File: config.mk
export PLATFORM = sky130hd
export DESIGN_NAME = activity_counter_enable_regs
export DESIGN_NICKNAME = d
export VERILOG_FILES = /design/src/logic/activity_counter_enable_pkg.sv /design/src/logic/activity_counter_enable_regs.sv
export SDC_FILE = /design/constraint.sdc
export NUM_CORES = 1
export LEC_CHECK = 0
export BUFFER_PORTS_ARGS = -buffer_cell sky130_fd_sc_hd__buf_2
export CELL_PAD_IN_SITES_DETAIL_PLACEMENT = 1
export CELL_PAD_IN_SITES_GLOBAL_PLACEMENT = 1
export CORE_MARGIN = 3
export CORE_UTILIZATION = 18
export DETAILED_ROUTE_END_ITERATION = 10
export PLACE_DENSITY_LB_ADDON = 0.25
export SYNTH_ARGS = -nofsm -noshare
export SYNTH_HDL_FRONTEND = slang
export SYNTH_SLANG_ARGS = --single-unit
File: constraint.sdc
create_clock -name sys_clk_i -period 1.7 [get_ports sys_clk_i]
set_input_delay 0.34 -clock sys_clk_i [delete_from_list [all_inputs] [get_ports sys_clk_i]]
set_output_delay 0.34 -clock sys_clk_i [all_outputs]
set_load 0.01 [all_outputs]
File: src/logic/activity_counter_enable_pkg.sv
`default_nettype none
package activity_counter_enable_pkg;
   // Counter group sizes and view width
   localparam int ARCH_COUNT = 4;
   localparam int AUX_COUNT = 3;
   localparam int DATA_W = 32;
   localparam int DBG_ADDR_W = 12;
   // System-register encoding: op0, op1 and CRn shared by all four views, CRm per counter group, op2 per view
   localparam logic [1:0] SR_OP0 = 2'h3;
   localparam logic [2:0] SR_OP1 = 3'h3;
   localparam logic [3:0] SR_CRN = 4'hF;
   localparam logic [3:0] SR_CRM_ARCH = 4'h2;
   localparam logic [3:0] SR_CRM_AUX = 4'h3;
   localparam logic [2:0] SR_OP2_ARCH_CLR = 3'h4;
   localparam logic [2:0] SR_OP2_ARCH_SET = 3'h5;
   localparam logic [2:0] SR_OP2_AUX_CLR = 3'h0;
   localparam logic [2:0] SR_OP2_AUX_SET = 3'h1;
   // External debug offsets, read-only
   localparam logic [11:0] DBG_ARCH_SET_OFS = 12'hC00;
   localparam logic [11:0] DBG_AUX_SET_OFS = 12'hC04;
   localparam logic [11:0] DBG_ARCH_CLR_OFS = 12'hC20;
   localparam logic [11:0] DBG_AUX_CLR_OFS = 12'hC24;
   // Trap control bit in both auxiliary control registers
   localparam int TRAP_BIT_POS = 30;
   // Exception levels
   localparam logic [1:0] EL0 = 2'h0;
   localparam logic [1:0] EL1 = 2'h1;
   localparam logic [1:0] EL2 = 2'h2;
   localparam logic [1:0] EL3 = 2'h3;
   // Reset values
   localparam logic [3:0] ARCH_ENABLE_RESET = 4'h0;
   localparam logic [2:0] AUX_ENABLE_RESET = 3'h0;
endpackage
`default_nettype wire

File: src/logic/activity_counter_enable_regs.sv
`default_nettype none
module activity_counter_enable_regs
   import activity_counter_enable_pkg::*;
(
   input wire logic sys_clk_i,
   input wire logic rst_i,
   input wire logic sysreg_req_i,
   input wire logic sysreg_write_i,
   input wire logic [1:0] sysreg_op0_i,
   input wire logic [2:0] sysreg_op1_i,
   input wire logic [3:0] sysreg_crn_i,
   input wire logic [3:0] sysreg_crm_i,
   input wire logic [2:0] sysreg_op2_i,
   input wire logic [DATA_W-1:0] sysreg_wdata_i,
   input wire logic [1:0] sysreg_el_i,
   input wire logic sysreg_nonsecure_i,
   input wire logic [DATA_W-1:0] level3_aux_control_i,
   input wire logic [DATA_W-1:0] level2_aux_control_i,
   output logic sysreg_ack_o,
   output logic [DATA_W-1:0] sysreg_rdata_o,
   output logic sysreg_trap_o,
   output logic [1:0] sysreg_trap_el_o,
   input wire logic dbg_req_i,
   input wire logic dbg_write_i,
   input wire logic [DBG_ADDR_W-1:0] dbg_addr_i,
   output logic dbg_ack_o,
   output logic dbg_err_o,
   output logic [DATA_W-1:0] dbg_rdata_o,
   output logic [ARCH_COUNT-1:0] arch_count_enable_o,
   output logic [AUX_COUNT-1:0] aux_count_enable_o
);

   // Enable state
   logic [ARCH_COUNT-1:0] arch_en_r;
   logic [ARCH_COUNT-1:0] arch_en_nxt;
   logic [AUX_COUNT-1:0] aux_en_r;
   logic [AUX_COUNT-1:0] aux_en_nxt;

   // System-register answer state
   logic sr_ack_r;
   logic sr_ack_nxt;
   logic [DATA_W-1:0] sr_rdata_r;
   logic [DATA_W-1:0] sr_rdata_nxt;
   logic sr_trap_r;
   logic sr_trap_nxt;
   logic [1:0] sr_trap_el_r;
   logic [1:0] sr_trap_el_nxt;

   // Debug answer state
   logic dbg_ack_r;
   logic dbg_ack_nxt;
   logic dbg_err_r;
   logic dbg_err_nxt;
   logic [DATA_W-1:0] dbg_rdata_r;
   logic [DATA_W-1:0] dbg_rdata_nxt;

   // Decode
   logic sr_space;
   logic sel_arch_clr;
   logic sel_arch_set;
   logic sel_aux_clr;
   logic sel_aux_set;
   logic sr_hit;
   logic trap_to_el3;
   logic trap_to_el2;
   logic sr_trapped;
   logic sr_do_write;
   logic [ARCH_COUNT-1:0] arch_set_mask;
   logic [ARCH_COUNT-1:0] arch_clr_mask;
   logic [AUX_COUNT-1:0] aux_set_mask;
   logic [AUX_COUNT-1:0] aux_clr_mask;
   logic [DATA_W-1:0] arch_view;
   logic [DATA_W-1:0] aux_view;

   always_comb begin
      sr_space = sysreg_req_i && (sysreg_op0_i == SR_OP0) && (sysreg_op1_i == SR_OP1)
                 && (sysreg_crn_i == SR_CRN);
      sel_arch_clr = sr_space && (sysreg_crm_i == SR_CRM_ARCH)
                     && (sysreg_op2_i == SR_OP2_ARCH_CLR);
      sel_arch_set = sr_space && (sysreg_crm_i == SR_CRM_ARCH)
                     && (sysreg_op2_i == SR_OP2_ARCH_SET);
      sel_aux_clr = sr_space && (sysreg_crm_i == SR_CRM_AUX)
                    && (sysreg_op2_i == SR_OP2_AUX_CLR);
      sel_aux_set = sr_space && (sysreg_crm_i == SR_CRM_AUX)
                    && (sysreg_op2_i == SR_OP2_AUX_SET);
      // Every level may reach the views unless a trap intervenes
      sr_hit = sel_arch_clr || sel_arch_set || sel_aux_clr || sel_aux_set;
      trap_to_el3 = level3_aux_control_i[TRAP_BIT_POS] && (sysreg_el_i != EL3);
      trap_to_el2 = !trap_to_el3 && level2_aux_control_i[TRAP_BIT_POS]
                    && sysreg_nonsecure_i
                    && ((sysreg_el_i == EL0) || (sysreg_el_i == EL1));
      sr_trapped = trap_to_el3 || trap_to_el2;
      sr_do_write = sr_hit && sysreg_write_i && !sr_trapped;
      // Only the implemented low bits of the write data are used
      arch_set_mask = (sr_do_write && sel_arch_set) ?
                      sysreg_wdata_i[ARCH_COUNT-1:0] : '0;
      arch_clr_mask = (sr_do_write && sel_arch_clr) ?
                      sysreg_wdata_i[ARCH_COUNT-1:0] : '0;
      aux_set_mask = (sr_do_write && sel_aux_set) ?
                     sysreg_wdata_i[AUX_COUNT-1:0] : '0;
      aux_clr_mask = (sr_do_write && sel_aux_clr) ?
                     sysreg_wdata_i[AUX_COUNT-1:0] : '0;
      arch_view = {{(DATA_W-ARCH_COUNT){1'b0}}, arch_en_r};
      aux_view = {{(DATA_W-AUX_COUNT){1'b0}}, aux_en_r};
   end

   // One flop per counter, steered by both views
   genvar gi;
   generate
      for (gi = 0; gi < ARCH_COUNT; gi++) begin : g_arch
         always_comb begin
            arch_en_nxt[gi] = arch_set_mask[gi]
                              || (arch_en_r[gi] && !arch_clr_mask[gi]);
         end
      end
      for (gi = 0; gi < AUX_COUNT; gi++) begin : g_aux
         always_comb begin
            aux_en_nxt[gi] = aux_set_mask[gi]
                             || (aux_en_r[gi] && !aux_clr_mask[gi]);
         end
      end
   endgenerate

   always_ff @(posedge sys_clk_i) begin
      if (rst_i) begin
         arch_en_r <= ARCH_ENABLE_RESET;
         aux_en_r <= AUX_ENABLE_RESET;
      end else begin
         arch_en_r <= arch_en_nxt;
         aux_en_r <= aux_en_nxt;
      end
   end

   // System-register answer, one cycle after the request
   always_comb begin
      sr_ack_nxt = sr_hit;
      sr_trap_nxt = sr_hit && sr_trapped;
      sr_trap_el_nxt = EL0;
      if (sr_hit && trap_to_el3) begin
         sr_trap_el_nxt = EL3;
      end else if (sr_hit && trap_to_el2) begin
         sr_trap_el_nxt = EL2;
      end
      sr_rdata_nxt = '0;
      if (sr_hit && !sysreg_write_i && !sr_trapped) begin
         if (sel_arch_clr || sel_arch_set) begin
            sr_rdata_nxt = arch_view;
         end else begin
            sr_rdata_nxt = aux_view;
         end
      end
   end

   always_ff @(posedge sys_clk_i) begin
      if (rst_i) begin
         sr_ack_r <= 1'b0;
         sr_rdata_r <= '0;
         sr_trap_r <= 1'b0;
         sr_trap_el_r <= EL0;
      end else begin
         sr_ack_r <= sr_ack_nxt;
         sr_rdata_r <= sr_rdata_nxt;
         sr_trap_r <= sr_trap_nxt;
         sr_trap_el_r <= sr_trap_el_nxt;
      end
   end

   // Debug port: read-only views, writes and unmapped offsets flag an error
   always_comb begin
      dbg_ack_nxt = dbg_req_i;
      dbg_err_nxt = 1'b0;
      dbg_rdata_nxt = '0;
      if (dbg_req_i) begin
         if (dbg_write_i) begin
            dbg_err_nxt = 1'b1;
         end else begin
            case (dbg_addr_i)
               DBG_ARCH_SET_OFS: dbg_rdata_nxt = arch_view;
               DBG_AUX_SET_OFS: dbg_rdata_nxt = aux_view;
               DBG_ARCH_CLR_OFS: dbg_rdata_nxt = arch_view;
               DBG_AUX_CLR_OFS: dbg_rdata_nxt = aux_view;
               default: dbg_err_nxt = 1'b1;
            endcase
         end
      end
   end

   always_ff @(posedge sys_clk_i) begin
      if (rst_i) begin
         dbg_ack_r <= 1'b0;
         dbg_err_r <= 1'b0;
         dbg_rdata_r <= '0;
      end else begin
         dbg_ack_r <= dbg_ack_nxt;
         dbg_err_r <= dbg_err_nxt;
         dbg_rdata_r <= dbg_rdata_nxt;
      end
   end

   assign sysreg_ack_o = sr_ack_r;
   assign sysreg_rdata_o = sr_rdata_r;
   assign sysreg_trap_o = sr_trap_r;
   assign sysreg_trap_el_o = sr_trap_el_r;
   assign dbg_ack_o = dbg_ack_r;
   assign dbg_err_o = dbg_err_r;
   assign dbg_rdata_o = dbg_rdata_r;
   assign arch_count_enable_o = arch_en_r;
   assign aux_count_enable_o = aux_en_r;
endmodule
`default_nettype wire

# Word level (Yosys, flattened, before mapping)
# Index checks and enable logic that the tools add are counted.
# totals
ff_bits	77
latch_bits	0
ramBits	0
mem_bits_ro	0
inputBits	133
out_inout_bits	77
wordCells	99
mem_count	0
# classes
n_addsub	0
multipliers	0
div	0
magnitude_cmp	0
eq_ne	14
n_shift	0
mux	10
bitwise	3
reduce_logical	62
# op_table
op	count
== test 12 bit, second input constant	4
logical AND 1 bit	31
logical OR 1 bit	12
zero test 1 bit	10
2-to-1 mux 3 bit	3
== test 4 x 2 -> 1 bit, second input constant	2
2-to-1 mux 4 bit	2
case mux 4 bit (2 select lines)	1
OR reduction 2 bit	4
== test 3 bit, second input constant	2
OR reduction 3 bit	2
== test 4 bit, second input constant	1
2-to-1 mux 2 bit	2
OR reduction 4 bit	1
== test 3 x 1 -> 1 bit, second input constant	1
== test 3 x 2 -> 1 bit, second input constant	1
zero test 3 bit	1
NOT 1 bit	3
== test 2 x 1 -> 1 bit, second input constant	1
== test 2 bit, second input constant	1
zero test 2 bit	1
2-to-1 mux 1 bit	2
!= test 2 bit, second input constant	1

# Logic depth before layout (Yosys ltp)
# Gate-level depths: netlist of run 1.
# depth
ltp_word	16
mapped_depth	5
ltp_nobuf	4

# Worst setup path after synthesis of run 1
# Ideal clock, no wire load.
# synth_path
kind	input to register
from	in dbg_addr_i[1]
to	reg dbg_rdata_r[3] (netlist: dbg_rdata_o[3])
setup_time_ps	73
arrival_time_ps	1346
t_required_ps	1627
path_slack_ps	281
path_stages	4
n_path_buf	0
path_cell_list	or4_4 > nor4_4 > nand2_2 > nor3_2
# synth_via
elab_chain_cells	3
elab_cells_between_ends	7
cone_classes	eq/ne: 4; mux: 1; reduce/logical: 2
# synth_rtl
item	line_no	rtl
start: declaration	activity_counter_enable_regs.sv:25	input wire logic [DBG_ADDR_W-1:0] dbg_addr_i,
== test 12 bit	activity_counter_enable_regs.sv:177	case (dbg_addr_i)
OR reduction 2 bit (no line)	--	
case mux 4 bit (2 select lines) *	activity_counter_enable_regs.sv:177	
end signal: assignment	activity_counter_enable_regs.sv:196	dbg_rdata_r <= dbg_rdata_nxt;
end: declaration	activity_counter_enable_regs.sv:54	logic [DATA_W-1:0] dbg_rdata_r;
# Every way passes the cells marked *; elsewhere a longest branch is shown, timed or not.
# A chain may end at the register's enable or synchronous reset.

# Worst setup path after layout of run 1
# layout_path
from	in sysreg_crm_i[3]
to	reg sr_rdata_r[2] (netlist: sysreg_rdata_o[2])
# layout_via
elab_chain_cells	10
elab_cells_between_ends	16
cone_classes	eq/ne: 2; mux: 1; bitwise: 1; reduce/logical: 12
# layout_rtl
item	line_no	rtl
start: declaration	activity_counter_enable_regs.sv:12	input wire logic [3:0] sysreg_crm_i,
== test 4 x 2 -> 1 bit	activity_counter_enable_regs.sv:78, activity_counter_enable_regs.sv:80	
logical AND 1 bit	activity_counter_enable_regs.sv:78, activity_counter_enable_regs.sv:80	
logical AND 1 bit (on tied branches)	activity_counter_enable_regs.sv:79, activity_counter_enable_regs.sv:81	
logical OR 1 bit	activity_counter_enable_regs.sv:87, activity_counter_enable_regs.sv:146	
logical OR 1 bit (2 in series)	activity_counter_enable_regs.sv:87	sr_hit = sel_arch_clr || sel_arch_set || sel_aux_clr || sel_aux_set;
logical AND 1 bit (2 in series)	activity_counter_enable_regs.sv:145	if (sr_hit && !sysreg_write_i && !sr_trapped) begin
NOT 1 bit (no line)	--	
OR reduction 2 bit (no line)	--	
end signal: assignment	activity_counter_enable_regs.sv:162	sr_rdata_r <= sr_rdata_nxt;
end: declaration	activity_counter_enable_regs.sv:42	logic [DATA_W-1:0] sr_rdata_r;
# Parallel ways exist; a longest one is shown, timed or not.

==> results of run 1 <==
## power by group through the flow
stage,Clock [uW],Sequential [uW],Combinational (uW)
CTS,336,494,163
global route,357,495,184
detailed placement,0,506,163
finish,324,494,166
floorplan,0,507,184
global placement,0,506,161
## layout make-up
class / instances / area, um2 / area share
Multi-Input combinational cell: 130 / 773 / 0.444
Sequential cell: 21 / 420 / 0.242
Inverter: 2 / 7.51 / 0.00431
Timing Repair Buffer: 70 / 370 / 0.213
Tap cell: 99 / 124 / 0.0712
Clock buffer: 4 / 45.0 / 0.0259
## metrics by stage
stage / utilization / hold slack, ns
2_1_floorplan: - / 0.410
3_3_place_gp: 0.226 / 0.514
3_5_place_dp: 0.226 / 0.514
4_1_cts: 0.232 / 0.309
5_1_grt: 0.232 / 0.321
6_report: 0.232 / 0.314
## cells by family (layout without fill, tap and decap cells)
| logic type | after synthesis | count (layout) |
|---|---|---|
| AO/OA/AOI/OAI | 18 | 18 |
| buffers and inverters | 61 | 76 |
| flip-flops | 21 | 21 |
| multiplexers | 6 | 6 |
| other | 1 | 56 |
| AND/OR/NAND/NOR | 50 | 50 |
## flip-flops by register name (all words and copies together) (netlist names)
name                 cells
aux_count_enable_o       3
sysreg_ack_o             1
dbg_rdata_o              4
arch_count_enable_o      4
dbg_ack_o                1
dbg_err_o                1
sysreg_trap_el_o         2
sysreg_rdata_o           4
sysreg_trap_o            1
## per-layer routing
layer / vias up / track usage / wire [um]
met5: - / 0 / 0
met2: 74 / 0.131 / 1690
met4: 0 / 0.0216 / 21
met1: 519 / 0.0919 / 1510
li1: 572 / - / -
met3: 2 / 0.0126 / 415
## path summary, 6_finish.rpt
path,start,to,slack [ns],cells after the start
setup / recovery,sysreg_crm_i[3],sysreg_rdata_o[2]$_SDFF_PP0_,0.35,6
setup reg to reg,arch_count_enable_o[3]$_SDFF_PP0_,arch_count_enable_o[3]$_SDFF_PP0_,0.90,3
hold reg to reg,aux_count_enable_o[1]$_SDFF_PP0_,aux_count_enable_o[1]$_SDFF_PP0_,0.53,2
hold / removal,sysreg_wdata_i[3],arch_count_enable_o[3]$_SDFF_PP0_,0.31,2
## Yosys cell counts (2+ instances only)
cell / n / share of area
inv_1: 2 / 0.0052
nand2_1: 4 / 0.010
and4_1: 2 / 0.012
nor2_1: 8 / 0.021
a21o_1: 4 / 0.021
a31oi_1: 3 / 0.013
nand2b_1: 5 / 0.022
a21oi_1: 6 / 0.021
o21ai_0: 3 / 0.010
mux2i_1: 6 / 0.042
buf_4: 56 / 0.29
nand4_1: 7 / 0.031
dfxtp_1: 21 / 0.29
nor4bb_1: 2 / 0.014
nor4b_4: 2 / 0.033
and2_1: 4 / 0.017
and4b_1: 4 / 0.028
## worst reg2reg max path: cells and delay by family, from the launching register on
family                 cells  cell delay (ns)
DFF                        1             0.32
buffers and inverters      1             0.10
AOI/OAI and AO/OA          2             0.34
==> flow_summary.toml, run 1 <==
[global_routing]
grt_max_degree = 12
grt_usage = 0.0743
grt-ovfl-total = 0
antenna_found_initial = 0
grt_pass1_vias = 1148
grt_pass1_wl_um = 5340

[sta]
fin_setup_tns_ns = 0
max_freq_ghz = 0.741
finalClockSkew_ns = 0.00868
min_period_over_period = 0.793
period_needed_ns = 1.35
hold_viol = 0
finalWorstSetupSlack_ns = 0.351
setup_viol = 0
rsz0062_at_grt = "false"
maxSlewViolCount = 0

[worst_setup_path]
arrival_ns = 1.49
crit_required_ns = 1.85
crit_path_max_fanout = 5
crit_chain = "buf_2 -> nor4b_4 -> buf_4 -> nand4_1 -> mux2i_1 -> nor2_1"
cpPeakStageDelay_ns = 0.29
crit_family = "simple AND/OR/NAND/NOR gates"
critical_path_class = "primary input to flop"
start_kind = "primary input"
cp-end-kind = "flop"
slowest_stage = "nor4b_4"
worst-path-buf-inv = 2

[layout]
areaGrowthSynthToFinish_pct = 21.3
drive_gt1_frac = 0.357
diodes = 0
final_area_um2 = 1740
final_cells = 326
final_common_cell = "buf_2"
layout_common_cells = "buf_2 (62), conb_1 (56), dfxtp_1 (21)"
nFillCells = 947
fin_nets = 361

[floorplanning]
die_area_um2 = 9080
row_count = 31
core-area_um2 = 7490
die_w_um = 95.3
start_util = 0.192
die_h_um = 95.3
io-pin-count = 210

[logic_synthesis]
synth_top_family_by_area = "buffers and inverters"
synth_compound_area_frac = 0.0776
ys_types = 35
synth_enable_flop_cells = 0
synth_ff_type = "dfxtp_1"
yosysWarnings = 0
synth_seq_area_share = 0.293
synthesis.area_um2 = 1440
synth.area.mux_share = 0.0418
synth_fa_ha_area_frac = 0
avgSynthCellArea_um2 = 9.14
ys_seq_elements = 21
synthArstFlopShare = 0
synthSimpleGateAreaFrac = 0.273
synth_cells = 157
synth_xor_area_frac = 0

[power]
seqPwrFrac = 0.502
intPower_uw = 720
power_leakage_uw = 0.000961
p_per_area_nw_per_um2 = 566
power_switching_share = 0.269
switchingPower_uw = 265
power_frac_comb = 0.168
p_clk_frac = 0.329
power_uw = 984
max-vdd-ir-drop_mv = 0.247

[route]
wl_per_cell_um = 11.1
viasPerCell = 3.58
drt_pre_antenna_iters = 2
routed_wl_um = 3630
drt-initial-drc-count = 11
drc = 0
num_vias = 1167
final_antenna_net_count = 0

[outcome]
status = "finished clean"

[cts]
cts_tree = "done"
clk_latency_ns = 0.26
cts-buffers-inserted = 3
cts_resized = 0
post-cts-setup-buffers = 0
clk_path_buf_depth = 2
root_buffer = "clkbuf_8"
holdBufCountCts = 0
htree_levels = 1
clk_pin_slew_ns = 0.07
clock_sinks = 21

[job]
max-cap-violations = 0

[placed_design]
port_buffers = 62
gp_congestion = 0.703
dp.cells = 322
pre_cts_ws_ns = 0.0787
hpwl_um = 3210
placed_cell_area_um2 = 1700

[worst_hold_path]
hold_path_class = "primary input to flop"
(Power assumes the default switching activity.)
==> run 2: changes to the inputs <==
--- a/config.mk
+++ b/config.mk
@@ -5,11 +5,12 @@
 export SDC_FILE = /design/constraint.sdc
 export NUM_CORES = 1
 export LEC_CHECK = 0
+export ABC_AREA = 1
 export BUFFER_PORTS_ARGS = -buffer_cell sky130_fd_sc_hd__buf_2
 export CELL_PAD_IN_SITES_DETAIL_PLACEMENT = 1
 export CELL_PAD_IN_SITES_GLOBAL_PLACEMENT = 1
 export CORE_MARGIN = 3
-export CORE_UTILIZATION = 18
+export CORE_UTILIZATION = 17
 export DETAILED_ROUTE_END_ITERATION = 10
 export PLACE_DENSITY_LB_ADDON = 0.25
 export SYNTH_ARGS = -nofsm -noshare
==> constraint.sdc (replaced) <==
create_clock -name sys_clk_i -period 1.31 [get_ports sys_clk_i]
set_input_delay 0.262 -clock sys_clk_i [delete_from_list [all_inputs] [get_ports sys_clk_i]]
set_output_delay 0.262 -clock sys_clk_i [all_outputs]
set_load 0.01 [all_outputs]
==> run 2 against run 1 <==
Clock skew shrank 0.0021 ns. Hold slack worse by 0.055 ns. Utilization is 0.15 points lower. Sequential cell count is the same. Total power grew 32%. Worst setup slack lost 0.23 ns. Register-to-register slack worse by 0.31 ns. Global-route usage is 0.050 points lower. Critical endpoint is now aux_count_enable_o[0]$_SDFF_PP0_. Largest cell class unchanged.
==> flow_summary.toml, run 2 <==
[worst_hold_path]
hold-path-cell-count = 3
hp-start = "level3_aux_control_i[30]"
hold_path_class = "primary input to flop"
hold_end = "sysreg_trap_el_o[0]$_SDFF_PP0_"

[sta]
finalClockSkew_ns = 0.00662
hold_viol = 0
finalWorstSetupSlack_ns = 0.121
min_period_over_period = 0.908
period_needed_ns = 1.19
maxSlewViolCount = 0
setup_viol = 0
max_freq_ghz = 0.841

[power]
power_leakage_uw = 0.000942
max-vdd-ir-drop_mv = 0.374
p_per_area_nw_per_um2 = 706
power_uw = 1300

[worst_setup_path]
crit_path_max_fanout = 3
crit_chain = "buf_2 -> buf_4 -> nor3_1 -> buf_4 -> inv_1 -> nor2_1 -> nand4_1 -> a21oi_1"
slowest_stage = "nor3_1"
rr_startpoint = "aux_count_enable_o[2]$_SDFF_PP0_"
reg2reg_to = "dbg_rdata_o[2]$_SDFF_PP0_"
cp-end-kind = "flop"
critical_path_class = "primary input to flop"
cpPeakStageDelay_ns = 0.24
crit_required_ns = 1.51
r2r_setup_slack_ns = 0.59
start_kind = "primary input"
critPathMostFrequentCell = "buf_4"
ff2ff_path_depth = 2
arrival_ns = 1.38

[global_routing]
grt_pass1_wl_um = 5990
grt_max_degree = 13
grt_pass1_vias = 1321
grt-ovfl-total = 0
antenna_found_initial = 0
grt_usage = 0.0738

[cts]
clk_pin_slew_ns = 0.08
clk_path_buf_depth = 2
root_buffer = "clkbuf_8"
htree_levels = 1
cts-buffers-inserted = 3
post-cts-setup-buffers = 0
clock_sinks = 21
cts_tree = "done"
clk_latency_ns = 0.26

[placed_design]
gp_congestion = 0.733
port_buffers = 62
pre_cts_ws_ns = -0.204
hpwl_um = 3290

[layout]
nFillCells = 1022
drive_gt1_frac = 0.357
diodes = 0
fin_nets = 411
areaGrowthSynthToFinish_pct = 28.1
regArea_um2 = 420
multi_input_area_um2 = 724
final_common_cell = "buf_2"
layout_common_cells = "buf_2 (62), conb_1 (56), nand2_1 (25)"

[logic_synthesis]
synth_enable_flop_cells = 0
yosysWarnings = 0
ys_types = 22
synth_seq_area_share = 0.293
netlist_top_cells_count = "buf_4 (56), nand2_1 (25), inv_1 (23), dfxtp_1 (21), nor2_1 (16)"
yosysMostFrequentCell = "buf_4"
yosys-top-cells-area = "buf_4 (29%), dfxtp_1 (29%), nand2_1 (6.5%)"
yosysTopAreaCell = "buf_4"
avgSynthCellArea_um2 = 7.29
synth_ff_type = "dfxtp_1"
synthArstFlopShare = 0
ys_seq_elements = 21
synth_top_cell_area_share = 0.293
synthesis.area_um2 = 1440
synth_cells = 197

[route]
num_vias = 1334
drt-initial-drc-count = 9
drt_pre_antenna_iters = 3
final_antenna_net_count = 0
drc = 0
routed_wl_um = 3720
wl_per_cell_um = 9.80
viasPerCell = 3.52

[floorplanning]
row_count = 32
die_h_um = 97.9
die_w_um = 97.9
io-pin-count = 210
start_util = 0.180
die_area_um2 = 9590
core-area_um2 = 7970

[job]
max-cap-violations = 0

[outcome]
status = "finished clean"
[run 2: changes by cell type after synthesis, moves of 4 or more]
cell and change:
nand3_1 +5, and4b_1 -4, a21o_1 -4, nand2_1 +21, nor2_1 +8, nand2b_1 -5, inv_1 +21, a21oi_1 +5
nor3_1 +7, and2_1 -4, nand4_1 +4, mux2i_1 -6
[run 2: per-stage QoR]
| stage | std cells | setup TNS [ns] | area (um2) | hold slack (ns) | util |
|---|---|---|---|---|---|
| finish | 379 | 0 | 1840 | 0.258 | 0.231 |
| floorplan | 252 | 0 | 1640 | 0.409 | - |
| global route | 379 | -0.00180 | 1840 | 0.273 | 0.231 |
| detailed placement | 375 | -2.16 | 1780 | 0.492 | 0.223 |
| global placement | 375 | -2.34 | 1780 | 0.504 | 0.223 |
| CTS | 379 | 0 | 1820 | 0.253 | 0.229 |
[run 2: cell families (layout without fill, tap and decap cells)]
group,count (synthesis),count (layout),share of synthesized area
buf+inv,81,106,0.359
simple gates,73,73,0.260
compound gates,21,21,0.0854
flops,21,21,0.293
other cells,1,56,0.00261
[run 2: critical path, delay by kind of cell]
family / cells / cell delay [ns]
simple gates: 3 / 0.54
buf+inv: 4 / 0.42
compound gates: 1 / 0.15
[run 2: final cells by class]
class	instances	area share
clock buffer	3	0.0224
clock inverter	1	0.00272
tap	102	0.0693
multi-input combinational	150	0.394
timing repair buffer	78	0.234
inverter	24	0.0496
sequential	21	0.228
[run 2: worst max path at each step]
stage                         start                           endpoint  cells after the start
global route        sysreg_op2_i[0]  arch_count_enable_o[3]$_SDFF_PP0_                      9
global placement    sysreg_op2_i[0]  arch_count_enable_o[2]$_SDFF_PP0_                      7
floorplan           sysreg_crn_i[1]       sysreg_rdata_o[0]$_SDFF_PP0_                     10
detailed placement  sysreg_crm_i[0]  arch_count_enable_o[1]$_SDFF_PP0_                      7
finish              sysreg_op2_i[1]   aux_count_enable_o[0]$_SDFF_PP0_                      8
CTS                 sysreg_crm_i[0]  arch_count_enable_o[1]$_SDFF_PP0_                      7
[run 2: power breakdown]
| group | internal [uW] | switching [uW] |
|---|---|---|
| Clock | 212 | 212 |
| Sequential | 641 | 0.585 |
| Combinational | 78.9 | 155 |
[run 2: layer usage]
metal  track usage  up-vias  routed length [um]
met4        0.0192        0                  19
met5             0        -                   0
met3        0.0121        2                 315
met2         0.136       61                1940
met1        0.0886      594                1440
li1              -      677                   -
[run 2: timing repair]
action / in CTS / in global routing
hold buffers: 0 / 0
gates resized for setup: 0 / 7
setup endpoints to repair: 0 / 5
==> run 3: changes to the inputs <==
--- a/config.mk
+++ b/config.mk
@@ -9,10 +9,11 @@
 export BUFFER_PORTS_ARGS = -buffer_cell sky130_fd_sc_hd__buf_2
 export CELL_PAD_IN_SITES_DETAIL_PLACEMENT = 1
 export CELL_PAD_IN_SITES_GLOBAL_PLACEMENT = 1
+export CORE_ASPECT_RATIO = 0.8
 export CORE_MARGIN = 3
 export CORE_UTILIZATION = 17
 export DETAILED_ROUTE_END_ITERATION = 10
-export PLACE_DENSITY_LB_ADDON = 0.25
+export PLACE_DENSITY_LB_ADDON = 0.1
 export SYNTH_ARGS = -nofsm -noshare
 export SYNTH_HDL_FRONTEND = slang
 export SYNTH_SLANG_ARGS = --single-unit
==> run 3 against run 2 <==
Via count rose by 0.15%. Critical path depth fell by 1. Hold slack improved by 0.0026 ns. First-iteration DRC count rose to 2.6 times the previous value. Sequential cell count did not move. Highest routed layer unchanged. Clock power up 2%. Non-clock buffer count down 1. Total power rose by 0.37%. Clock-buffer cell count is the same. Sequential share of layout area increased by 0.062 points. Largest power group unchanged.
==> flow_summary.toml, run 3 (synthesized netlist as in run 2, its figures left out) <==
[sta]
period_needed_ns = 1.20
max_freq_ghz = 0.836
setup_viol = 0
finalClockSkew_ns = 0.000726
hold_viol = 0
min_period_over_period = 0.913
maxSlewViolCount = 0
fin_setup_tns_ns = 0
rsz0062_at_grt = "false"
finalWorstSetupSlack_ns = 0.114

[global_routing]
grt_pass1_vias = 1195
grt_pass1_wl_um = 5710
grt_max_degree = 13
grt-ovfl-total = 0
antenna_found_initial = 0
grt_usage = 0.0755

[placed_design]
hpwl_um = 3460
gp_congestion = 0.715
placed_cell_area_um2 = 1780
port_buffers = 62
pre_cts_ws_ns = -0.249

[worst_setup_path]
r2r_setup_slack_ns = 0.58
arrival_ns = 1.39
start_kind = "primary input"
critical_path_class = "primary input to flop"
crit_path_max_fanout = 4
crit_required_ns = 1.51
cp-end-kind = "flop"

[power]
power_leakage_uw = 0.000937
intPower_uw = 930
power_switching_share = 0.287
p_clk_frac = 0.332
p_per_area_nw_per_um2 = 711
switchingPower_uw = 375
max-vdd-ir-drop_mv = 0.296
seqPwrFrac = 0.492
power_frac_comb = 0.176

[floorplanning]
io-pin-count = 210
start_util = 0.178
row_count = 29
die_w_um = 109
die_h_um = 88.2
core-area_um2 = 8060
die_area_um2 = 9600

[route]
drc = 0
viasPerCell = 3.48
wl_per_cell_um = 10.2
routed_wl_um = 3900
drt_pre_antenna_iters = 2
num_vias = 1336
drt-initial-drc-count = 23
final_antenna_net_count = 0

[layout]
drive_gt1_frac = 0.351
final_common_cell = "buf_2"
layout_common_cells = "buf_2 (62), conb_1 (56), nand2_1 (25)"
final_area_um2 = 1840
areaGrowthSynthToFinish_pct = 27.8
diodes = 0
fin_nets = 410

[cts]
cts_resized = 0
root_buffer = "clkbuf_8"
holdBufCountCts = 0
cts-buffers-inserted = 3
clock_sinks = 21
post-cts-setup-buffers = 0
clk_pin_slew_ns = 0.08
clk_latency_ns = 0.26
htree_levels = 1
clk_path_buf_depth = 2
cts_tree = "done"

[worst_hold_path]
hold_path_class = "primary input to flop"

[outcome]
status = "finished clean"

[job]
max-cap-violations = 0
## run 3: cell types whose count changed in the layout (fill, tap and decap cells not counted)
cell and change:
nand3_1 +1, o21ai_0 +3, nand3_2 -1, buf_4 -1, o21ai_1 -3
## run 3: routing by layer
layer  vias to the layer above  share of wire  GRT usage
li1                        675              -          -
met1                       596           0.42     0.0974
met2                        60           0.47      0.124
met3                         5          0.099     0.0263
met4                         0         0.0054     0.0138
met5                         -              0          0
## run 3: critical path, stage by stage
cell and delay, ns:
buf_2 0.12, buf_4 0.13, nor3_2 0.24, inv_1 0.08, nor3_2 0.28, nand4_1 0.13
a21oi_1 0.15
## run 3: through the flow
step                      utilization  hold slack (ns)  power, uW  instances
final                           0.228            0.261       1300        384
after global routing            0.228            0.270       1400        384
after CTS                       0.226            0.253       1330        384
after detailed placement        0.221            0.504        883        380
after global placement          0.221            0.509        881        380
after floorplan                     -            0.409        901        252
## run 3: power groups by stage
stage          Clock, uW  Sequential [uW]  Combinational (uW)
5_1_grt              498              642                 263
2_1_floorplan          0              659                 242
3_3_place_gp           0              657                 224
6_report             433              641                 230
3_5_place_dp           0              657                 226
4_1_cts              458              642                 227
## run 3: final cells by class
class,count,area (um2)
fill,1035,6220
sequential,21,420
inverter,24,91.3
multi-input combinational,150,719
timing repair buffer,77,423
clock buffer,3,41.3
clock inverter,1,5.00
tap,108,135
## run 3: final timing paths
path                                startpoint                                 to  depth (start not counted)
max                            sysreg_op2_i[1]  arch_count_enable_o[3]$_SDFF_PP0_                          7
min                                  dbg_req_i               dbg_err_o$_SDFF_PP0_                          3
max reg2reg   aux_count_enable_o[2]$_SDFF_PP0_          dbg_rdata_o[2]$_SDFF_PP0_                          2
min reg2reg  arch_count_enable_o[3]$_SDFF_PP0_       sysreg_rdata_o[3]$_SDFF_PP0_                          2
